## src/pkg/ascr_pkg.sv

```systemverilog
package ascr_pkg;
    // Setup word layout
    localparam int SETUP_W = 9;
    localparam int RESULT_W = 16;
    localparam int START_BIT = 8;
    localparam int RANGE_HI = 7;
    localparam int RANGE_LO = 6;
    localparam int PD_BIT = 5;
    localparam int MODE_HI = 4;
    localparam int MODE_LO = 3;
    localparam int CODING_BIT = 2;
    localparam int RSV_HI = 1;
    localparam logic [SETUP_W-1:0] SETUP_RST = 9'h000;

    // Edges that follow the start bit within one frame
    localparam int CNT_W = 4;
    localparam int LOAD_EDGES = 8;
    localparam logic [CNT_W-1:0] LOAD_LAST = CNT_W'(LOAD_EDGES);
    localparam logic [CNT_W-1:0] CNT_ONE = 4'h1;

    // Timing
    localparam int CLK_HZ = 50_000_000;
    localparam int CLK_PERIOD_NS = 20;
    localparam int SPI_MAX_BPS = 17_000_000;
    localparam int SPI_HALF_NS = 160;
    localparam int HALF_BY_TIME =
        (SPI_HALF_NS + CLK_PERIOD_NS - 1) / CLK_PERIOD_NS;
    localparam int HALF_BY_RATE =
        (CLK_HZ + 2 * SPI_MAX_BPS - 1) / (2 * SPI_MAX_BPS);
    localparam int SCK_HALF_CYC =
        (HALF_BY_TIME > HALF_BY_RATE) ? HALF_BY_TIME : HALF_BY_RATE;
    localparam int DIV_W = 4;
    localparam logic [DIV_W-1:0] DIV_LAST = DIV_W'(SCK_HALF_CYC - 1);
    localparam int BITC_W = 5;
    localparam logic [BITC_W-1:0] CFG_LAST = BITC_W'(SETUP_W - 1);
    localparam logic [BITC_W-1:0] RD_LAST = BITC_W'(RESULT_W - 1);

    // Host register map (byte addresses)
    localparam int ADDR_W = 8;
    localparam logic [ADDR_W-1:0] OFS_SETUP = 8'h00;
    localparam logic [ADDR_W-1:0] OFS_CTRL = 8'h04;
    localparam logic [ADDR_W-1:0] OFS_CMD = 8'h08;
    localparam logic [ADDR_W-1:0] OFS_STATUS = 8'h0c;
    localparam logic [ADDR_W-1:0] OFS_RESULT = 8'h10;
    localparam int CTRL_W = 2;
    localparam int CTRL_AUTO = 0;
    localparam int CTRL_INV = 1;
    localparam int CMD_READ = 0;
    localparam int ST_CFG = 0;
    localparam int ST_RD = 1;
    localparam int ST_BUSY = 2;
    localparam int ST_NEW = 3;
    localparam int ST_REQ = 4;
    localparam int HTRANS_ACT = 1;
    localparam logic HRESP_OKAY = 1'b0;

    // Device pin synchroniser slots
    localparam int SY_SEL = 0;
    localparam int SY_CCLK = 1;
    localparam int SY_CDIN = 2;
    localparam int SY_INV = 3;
    localparam int SY_SCLK = 4;
    localparam int SY_SCS = 5;
    localparam int SY_DAISY = 6;
    localparam int SY_SERPAR = 7;
    localparam int SY_SELA = 8;
    localparam int SY_W = 9;

    typedef enum logic [1:0] {
        RANGE_0_5 = 2'b00,
        RANGE_0_10 = 2'b01,
        RANGE_PM5 = 2'b10,
        RANGE_PM10 = 2'b11
    } ascr_range_t;

    typedef enum logic [1:0] {
        MODE_NORMAL = 2'b00,
        MODE_SCALED = 2'b01,
        MODE_FAST = 2'b10
    } ascr_mode_t;

    typedef enum logic [1:0] {
        CFG_IDLE = 2'b01,
        CFG_LOAD = 2'b10
    } ascr_cfg_state_t;

    typedef enum logic [2:0] {
        H_IDLE = 3'b001,
        H_CFG = 3'b010,
        H_READ = 3'b100
    } ascr_host_state_t;
endpackage

```

## src/pkg/ascr_if.sv

```systemverilog
interface ascr_if;
    logic cfg_port_select_n;
    logic cfg_port_clock;
    logic cfg_port_serial_in;
    logic clock_invert_sel;
    logic sd_clk;
    logic sd_cs_n;
    logic sd_out;
    logic busy;

    modport dev (
        input cfg_port_select_n,
        input cfg_port_clock,
        input cfg_port_serial_in,
        input clock_invert_sel,
        input sd_clk,
        input sd_cs_n,
        output sd_out,
        output busy
    );

    modport host (
        output cfg_port_select_n,
        output cfg_port_clock,
        output cfg_port_serial_in,
        output clock_invert_sel,
        output sd_clk,
        output sd_cs_n,
        input sd_out,
        input busy
    );
endinterface

```

## src/design/ascr_dev.sv

```systemverilog
// Operation
// [RL1] Start bit high begins load on active edge
// [RL2] Bits 7:6 pick 0-5V, 0-10V, +-5V ranges
// [RL3] Bits 7:6 both high pick +-10V
// [RL4] Bit 5 powers down; port still writable
// [RL5] Host clears bit 5 to power up
// [RL6] Bits 4:3 pick normal, scaled, fast mode
// [RL7] Bit 2 picks twos complement or binary
// [RL8] Device is slave; read after conversion; chainable
// [RL9] Host may start read on busy fall
// [RL10] Host reads with polarity 0, phase 1
// [RL11] Host limits read clock to 17 Mbps
// [RL12] Shift MSB first; ninth edge commits word
// [RL13] Reserved bits 1:0 are never written
// [RL14] Reset clears whole setup word
// [RL15] Port works only in serial software mode
module ascr_dev (
    input wire logic core_clk_i,
    input wire logic rst_i,
    ascr_if.dev link,
    input wire logic serial_parallel_sel_i,
    input wire logic cfg_sel_a_i,
    input wire logic daisy_in_i,
    input wire logic conv_busy_i,
    input wire logic [ascr_pkg::RESULT_W-1:0] result_i,
    output logic [ascr_pkg::SETUP_W-1:0] setup_word_o,
    output ascr_pkg::ascr_range_t range_o,
    output logic power_down_ctl_o,
    output ascr_pkg::ascr_mode_t mode_o,
    output logic output_coding_sel_o,
    output logic port_enabled_o
);

    typedef struct packed {
        logic [ascr_pkg::SY_W-1:0] sync1;
        logic [ascr_pkg::SY_W-1:0] sync2;
        logic cclk_prev;
        logic sclk_prev;
        logic scs_prev;
        ascr_pkg::ascr_cfg_state_t state;
        logic [ascr_pkg::CNT_W-1:0] cnt;
        logic [ascr_pkg::LOAD_EDGES-1:0] nb;
        logic [ascr_pkg::SETUP_W-1:0] setup;
        ascr_pkg::ascr_range_t range;
        ascr_pkg::ascr_mode_t mode;
        logic enabled;
        logic conv_prev;
        logic busy;
        logic [ascr_pkg::RESULT_W-1:0] sh;
        logic sdout;
    } ascr_dev_st_t;

    ascr_dev_st_t q;
    ascr_dev_st_t d;

    logic [ascr_pkg::SY_W-1:0] pins;
    logic cclk;
    logic inv;
    logic sel_low;
    logic act_edge;
    logic sclk;
    logic sclk_rise;
    logic sclk_fall;
    logic rd_sel;
    logic [ascr_pkg::LOAD_EDGES-1:0] nb_next;
    logic [ascr_pkg::SETUP_W-1:0] next_setup;
    logic coding;

    always_comb begin
        pins = '0;
        pins[ascr_pkg::SY_SEL] = link.cfg_port_select_n;
        pins[ascr_pkg::SY_CCLK] = link.cfg_port_clock;
        pins[ascr_pkg::SY_CDIN] = link.cfg_port_serial_in;
        pins[ascr_pkg::SY_INV] = link.clock_invert_sel;
        pins[ascr_pkg::SY_SCLK] = link.sd_clk;
        pins[ascr_pkg::SY_SCS] = link.sd_cs_n;
        pins[ascr_pkg::SY_DAISY] = daisy_in_i;
        pins[ascr_pkg::SY_SERPAR] = serial_parallel_sel_i;
        pins[ascr_pkg::SY_SELA] = cfg_sel_a_i;
    end

    always_comb begin
        d = q;
        // Two-stage synchronisers for every pin
        d.sync1 = pins;
        d.sync2 = q.sync1;

        cclk = q.sync2[ascr_pkg::SY_CCLK];
        inv = q.sync2[ascr_pkg::SY_INV];
        sclk = q.sync2[ascr_pkg::SY_SCLK];
        d.cclk_prev = cclk;
        d.sclk_prev = sclk;
        d.scs_prev = q.sync2[ascr_pkg::SY_SCS];

        // Serial software mode only [RL15]
        d.enabled = q.sync2[ascr_pkg::SY_SERPAR]
            & ~q.sync2[ascr_pkg::SY_SELA];
        sel_low = ~q.sync2[ascr_pkg::SY_SEL] & q.enabled;

        // Rising edge normally, falling edge when inverted [RL1]
        act_edge = inv ? (q.cclk_prev & ~cclk) : (~q.cclk_prev & cclk);

        nb_next = {q.nb[ascr_pkg::LOAD_EDGES-2:0],
            q.sync2[ascr_pkg::SY_CDIN]};
        next_setup = q.setup;
        next_setup[ascr_pkg::START_BIT] = 1'b1;
        next_setup[ascr_pkg::RANGE_HI:ascr_pkg::CODING_BIT] =
            nb_next[ascr_pkg::RANGE_HI:ascr_pkg::CODING_BIT];
        // Reserved bits keep their value [RL13]
        next_setup[ascr_pkg::RSV_HI:0] = q.setup[ascr_pkg::RSV_HI:0];

        case (q.state)
            ascr_pkg::CFG_IDLE: begin
                if (sel_low && act_edge
                    && q.sync2[ascr_pkg::SY_CDIN]) begin
                    d.state = ascr_pkg::CFG_LOAD; // [RL1]
                    d.cnt = ascr_pkg::CNT_ONE;
                    d.nb = '0;
                end
            end
            ascr_pkg::CFG_LOAD: begin
                if (!sel_low) begin
                    d.state = ascr_pkg::CFG_IDLE;
                end else if (act_edge) begin
                    // MSB first behind the start bit [RL12]
                    d.nb = nb_next;
                    d.cnt = q.cnt + ascr_pkg::CNT_ONE;
                    if (q.cnt == ascr_pkg::LOAD_LAST) begin
                        // Ninth edge commits, also in power-down [RL12]
                        d.setup = next_setup; // [RL4]
                        d.state = ascr_pkg::CFG_IDLE;
                    end
                end
            end
            default: begin
                d.state = ascr_pkg::CFG_IDLE;
            end
        endcase

        // Input range decode [RL2]
        case (d.setup[ascr_pkg::RANGE_HI:ascr_pkg::RANGE_LO])
            2'b00: d.range = ascr_pkg::RANGE_0_5;
            2'b01: d.range = ascr_pkg::RANGE_0_10;
            2'b10: d.range = ascr_pkg::RANGE_PM5;
            default: d.range = ascr_pkg::RANGE_PM10; // [RL3]
        endcase

        // Conversion mode decode [RL6]
        case (d.setup[ascr_pkg::MODE_HI:ascr_pkg::MODE_LO])
            2'b10: d.mode = ascr_pkg::MODE_SCALED;
            2'b01: d.mode = ascr_pkg::MODE_FAST;
            default: d.mode = ascr_pkg::MODE_NORMAL;
        endcase

        // Busy follows the converter; result latched at its fall
        d.conv_prev = conv_busy_i;
        d.busy = conv_busy_i;
        coding = q.setup[ascr_pkg::CODING_BIT];

        sclk_rise = ~q.sclk_prev & sclk;
        sclk_fall = q.sclk_prev & ~sclk;
        // Held one cycle past deselect so the last fall still latches [RL8]
        rd_sel = ~(q.sync2[ascr_pkg::SY_SCS] & q.scs_prev);

        if (q.conv_prev && !conv_busy_i) begin
            // Straight binary or twos complement [RL7]
            d.sh = coding ? result_i
                : {~result_i[ascr_pkg::RESULT_W-1],
                   result_i[ascr_pkg::RESULT_W-2:0]};
        end else if (rd_sel && sclk_rise) begin
            // Slave launches on rising, host samples falling [RL8]
            d.sdout = q.sh[ascr_pkg::RESULT_W-1];
            d.sh = {q.sh[ascr_pkg::RESULT_W-2:0], 1'b0};
        end else if (rd_sel && sclk_fall) begin
            // Upstream data enters behind our own bits [RL8]
            d.sh[0] = q.sync2[ascr_pkg::SY_DAISY];
        end
    end

    always_ff @(posedge core_clk_i or posedge rst_i) begin
        if (rst_i) begin
            q <= '0; // [RL14]
            // Select pins wake at their idle high level
            q.sync1[ascr_pkg::SY_SEL] <= 1'b1;
            q.sync2[ascr_pkg::SY_SEL] <= 1'b1;
            q.sync1[ascr_pkg::SY_SCS] <= 1'b1;
            q.sync2[ascr_pkg::SY_SCS] <= 1'b1;
            q.scs_prev <= 1'b1;
            q.state <= ascr_pkg::CFG_IDLE;
            q.setup <= ascr_pkg::SETUP_RST; // [RL14]
            q.range <= ascr_pkg::RANGE_0_5;
            q.mode <= ascr_pkg::MODE_NORMAL;
        end else begin
            q <= d;
        end
    end

    // Setup outputs follow the committed word
    assign setup_word_o = q.setup;
    assign range_o = q.range;
    assign power_down_ctl_o = q.setup[ascr_pkg::PD_BIT]; // [RL4]
    assign mode_o = q.mode;
    assign output_coding_sel_o = q.setup[ascr_pkg::CODING_BIT];
    assign port_enabled_o = q.enabled;
    assign link.sd_out = q.sdout;
    assign link.busy = q.busy;

endmodule

```

## src/flat_wrapper.sv

```systemverilog
// flat-port wrapper written by rule: the top's interface ports become plain ports
module ascr_dev_flat 
  (core_clk_i, rst_i, serial_parallel_sel_i, cfg_sel_a_i, daisy_in_i, conv_busy_i, result_i, setup_word_o, range_o, power_down_ctl_o, mode_o, output_coding_sel_o, port_enabled_o, link_cfg_port_select_n, link_cfg_port_clock, link_cfg_port_serial_in, link_clock_invert_sel, link_sd_clk, link_sd_cs_n, link_sd_out, link_busy);
  ascr_if link_i ();
  input wire logic core_clk_i;
  input wire logic rst_i;
  input wire logic serial_parallel_sel_i;
  input wire logic cfg_sel_a_i;
  input wire logic daisy_in_i;
  input wire logic conv_busy_i;
  input wire logic [ascr_pkg::RESULT_W-1:0] result_i;
  output logic [ascr_pkg::SETUP_W-1:0] setup_word_o;
  output ascr_pkg::ascr_range_t range_o;
  output logic power_down_ctl_o;
  output ascr_pkg::ascr_mode_t mode_o;
  output logic output_coding_sel_o;
  output logic port_enabled_o;
  input wire logic [$bits(link_i.cfg_port_select_n)-1:0] link_cfg_port_select_n;
  input wire logic [$bits(link_i.cfg_port_clock)-1:0] link_cfg_port_clock;
  input wire logic [$bits(link_i.cfg_port_serial_in)-1:0] link_cfg_port_serial_in;
  input wire logic [$bits(link_i.clock_invert_sel)-1:0] link_clock_invert_sel;
  input wire logic [$bits(link_i.sd_clk)-1:0] link_sd_clk;
  input wire logic [$bits(link_i.sd_cs_n)-1:0] link_sd_cs_n;
  output wire logic [$bits(link_i.sd_out)-1:0] link_sd_out;
  output wire logic [$bits(link_i.busy)-1:0] link_busy;
  assign link_i.cfg_port_select_n = link_cfg_port_select_n;
  assign link_i.cfg_port_clock = link_cfg_port_clock;
  assign link_i.cfg_port_serial_in = link_cfg_port_serial_in;
  assign link_i.clock_invert_sel = link_clock_invert_sel;
  assign link_i.sd_clk = link_sd_clk;
  assign link_i.sd_cs_n = link_sd_cs_n;
  assign link_sd_out = link_i.sd_out;
  assign link_busy = link_i.busy;
  ascr_dev u_core (.core_clk_i(core_clk_i), .rst_i(rst_i), .link(link_i), .serial_parallel_sel_i(serial_parallel_sel_i), .cfg_sel_a_i(cfg_sel_a_i), .daisy_in_i(daisy_in_i), .conv_busy_i(conv_busy_i), .result_i(result_i), .setup_word_o(setup_word_o), .range_o(range_o), .power_down_ctl_o(power_down_ctl_o), .mode_o(mode_o), .output_coding_sel_o(output_coding_sel_o), .port_enabled_o(port_enabled_o));
endmodule
```

## config.mk

```make
export PLATFORM = sky130hd
export DESIGN_NAME = ascr_dev_flat
export DESIGN_NICKNAME = d
export VERILOG_FILES = /design/src/pkg/ascr_pkg.sv /design/src/pkg/ascr_if.sv /design/src/design/ascr_dev.sv /design/src/flat_wrapper.sv
export SDC_FILE = /design/constraint.sdc
export NUM_CORES = 1
export LEC_CHECK = 0
export BUFFER_PORTS_ARGS = -buffer_cell sky130_fd_sc_hd__buf_2
export CORE_MARGIN = 2
export CORE_UTILIZATION = 40
export CTS_CLUSTER_DIAMETER = 120
export DETAILED_ROUTE_END_ITERATION = 10
export PLACE_DENSITY = 0.72
export SYNTH_ARGS = -nofsm -noshare
export SYNTH_HDL_FRONTEND = slang
export SYNTH_SLANG_ARGS = --single-unit
export TNS_END_PERCENT = 1
```

## constraint.sdc

```tcl
create_clock -name core_clk_i -period 2 [get_ports core_clk_i]
set_input_delay 0.2 -clock core_clk_i [delete_from_list [all_inputs] [get_ports core_clk_i]]
set_output_delay 0.2 -clock core_clk_i [all_outputs]
set_load 0.005 [all_outputs]
```

==> reports/qor.csv <==
stage,metric,value,unit
timing,finalCritPeriodShare,94.7,%
yosys,netlist_instances,208,
finish,drive_above_1_share,36.7,%
route,drcViolationCount,0,
clock_tree,cts_tree,done,
timing,max_freq,528,MHz
route,vias_per_cell,4.94,
power_and_ir_drop,leakage,1.56,nW
yosys,synth_cell_types,41,
critical_path,cp-startpoint,conv_busy_i,
critical_path,worst-setup-path-type,input pin to flop,
critical_path,r2r_slack,0.19,ns
grt,grt.overflow.total,0,
yosys,ys_seq_elements,63,
timing,setup-violations-final,0,
outcome,outcome,"complete, no violations",
floorplan,die_x,86.3,microns
critical_path,cp.required,2.22,ns
critical_path,cp.arrival,2.12,ns
finish,antenna_cells,0,
route,wl,4.49,mm
timing,drv_slew,0,
finish,fin_nets,289,
finish,multi_input_area,960,sq um
route,antenna_left,0,
timing,clock_skew,0.00771,ns
critical_path,crit_end,u_core.q[3],
grt,antenna_found_initial,0,
route,first_iter_violations,71,
route,wire_per_inst,13.2,microns
job,drv_cap,0,
critical_path,r2r_end,u_core.nb_next[6],
finish,syn2layout_area_growth,19.8,%
yosys,syn-cell-area,2710,sq um
timing,hold_violations,0,
yosys,synth-edff-count,0,
grt,grt_pass1_vias,1634,
placed_design,place_congestion,0.699,
timing,relSlewSlack,58.8,%
placed_design,place_area,2930,sq um
floorplan,dieHeight,86.3,microns
finish,nFillCells,565,
clock_tree,cts_max_level,3,
timing,final.min_clock_period,1.89,ns
worst_hold_path,min-delay-path-class,input pin to flop,
floorplan,initial_core_util,42.0,%
grt,grt_pass1_wl,7.56,mm
power_and_ir_drop,power_density,831,nW/um^2
clock_tree,clockBufferDepth,2,
power_and_ir_drop,ir_worst_vdd,0.000498,V
yosys,synthFlopType,dfrtp_1,
floorplan,rows,29,
placed_design,dp_hpwl,2.91,mm
yosys,yosys_warnings,0,
route,drt-pass1-iter-count,4,
finish,final_area,3250,sq um
clock_tree,cts_buffers,9,
placed_design,numPortBuffers,43,
finish,regArea,1580,sq um
grt,grt_max_degree,40,
critical_path,critPathMaxFanout,18,
floorplan,ioPinCount,46,
yosys,synthArstFlopShare,100,%
clock_tree,clkTransAtPathRegs,0.06,ns
critical_path,cp-start-kind,input pin,
clock_tree,cts_root_buf,clkbuf_8,
finish,postLayoutCoreUtil,50.3,%
critical_path,end_kind,flop,
clock_tree,clock_sinks,63,
floorplan,dieArea,7450,sq um
power_and_ir_drop,totalPowerFinal,0.00270,W
route,via_count,1683,
grt,track_usage,13.6,%
critical_path,worstReg2RegStart,u_core.cclk,
timing,worst_pin_slew,0.616,ns
yosys,synth_seq_area_share,58.4,%
yosys,synth_area_per_cell,13.0,sq um
clock_tree,clock_latency,0.34,ns
critical_path,rr_worst_depth,5,
floorplan,core_area,6460,sq um
-- sequential cells by signal (all words and copies together), names as in the netlist --
register and count:
u_core.cclk 1, u_core.q 30, u_core.link.sd_out 1, u_core.d 11, u_core.mode_o 2, u_core.range_o 2, u_core.nb_next 8, u_core.port_enabled_o 1
u_core.inv 1, u_core.setup_word_o 6
-- critical path, cell delays in order --
cell and delay (ns):
dlygate4sd3_1 0.53, buf_2 0.13, nor2b_2 0.50, nor2_1 0.20, buf_4 0.21, a221o_1 0.35
-- through the flow --
stage	hold WS (ns)	worst slack [ns]	TNS (ns)	cells
5_1_grt	0.126	-0.0107	-0.0191	341
4_1_cts	0.0943	0.105	0	341
6_report	0.116	0.107	0	341
3_5_place_dp	0.270	0.151	0	314
2_1_floorplan	0.204	0.240	0	209
3_3_place_gp	0.268	0.209	0	314
-- layout by cell type (no fill, tap or decap), types with 2 or more instances in the layout --
cell type      instances
dfrtp_1               57
buf_2                 43
nor2_1                19
and2_1                16
a221o_1               15
nand2_1               13
clkbuf_8              11
dlygate4sd3_1         11
a221oi_2              10
mux2_4                 7
buf_4                  6
dfstp_2                6
nand2b_1               5
inv_1                  3
a21oi_1                3
mux2i_1                3
nor2b_2                2
nand3b_1               2
mux2_2                 2
ha_1                   2
conb_1                 2
clkbuf_1               2
-- final cells by class --
cell class,instances,share of cell area [%]
clock buffer,13,4.89
inverter,4,0.462
multi-input combinational,120,29.6
sequential,63,48.8
tap,77,2.97
clock inverter,3,1.31
timing repair buffer,61,12.0
-- metal layers --
| layer | vias up | GRT usage [%] | routed length (microns) |
|---|---|---|---|
| li1 | 827 | - | - |
| met1 | 804 | 17.5 | 2130 |
| met2 | 43 | 19.7 | 2030 |
| met3 | 9 | 5.71 | 232 |
| met4 | 0 | 6.82 | 93 |
| met5 | - | 0 | 0 |
-- cells by family after synthesis --
group,share of synthesized area [%]
buffers and inverters,6.37
XOR/XNOR,0.323
AND/OR/NAND/NOR,14.4
other,0.138
AO/OA/AOI/OAI,13.6
adder cells (fa/ha/maj),0.923
flip-flops,58.4
multiplexers,5.82
-- power breakdown --
group | total, W | switching (W) | internal [W]
sequential | 0.00140 | 0.0000446 | 0.00136
combinational | 0.000189 | 0.0000813 | 0.000107
clock | 0.00111 | 0.000464 | 0.000642
total | 0.00270 | 0.000590 | 0.00211
-- timing repair --
item	CTS	global route
endpoints found under the setup margin	0	16
hold buffers	11	0
gates resized for setup	0	1
buffers inserted	0	0
endpoints found under the hold margin	30	0
-- cell usage after synthesis (2+ instances only) --
cell type / number / share of area [%]
dfrtp_1: 57 / 53
nor2_1: 19 / 2.6
and2_1: 16 / 3.7
a221o_1: 15 / 5.5
buf_4: 13 / 3.6
nand2_1: 13 / 1.8
a221oi_2: 10 / 5.5
mux2_4: 7 / 3.9
dfstp_2: 6 / 5.8
nand2b_1: 5 / 1.2
inv_1: 4 / 0.55
a21oi_1: 3 / 0.55
buf_2: 3 / 0.55
buf_6: 3 / 1.2
mux2i_1: 3 / 1.1
clkbuf_1: 2 / 0.28
ha_1: 2 / 0.92
mux2_2: 2 / 0.83
nand3b_1: 2 / 0.55
nor2b_1: 2 / 0.46
-- worst min path at each step --
stage                        end  slack (ns)              startpoint  depth (start not counted)
global placement    u_core.d[54]        0.27                   rst_i                          2
global route         u_core.q[1]        0.13             result_i[0]                          2
finish               u_core.q[1]        0.12             result_i[0]                          2
floorplan           u_core.d[50]        0.20  link_cfg_port_select_n                          0
CTS                  u_core.q[1]        0.09             result_i[0]                          2
detailed placement  u_core.d[54]        0.27                   rst_i                          2
(Power assumes the default switching activity.)
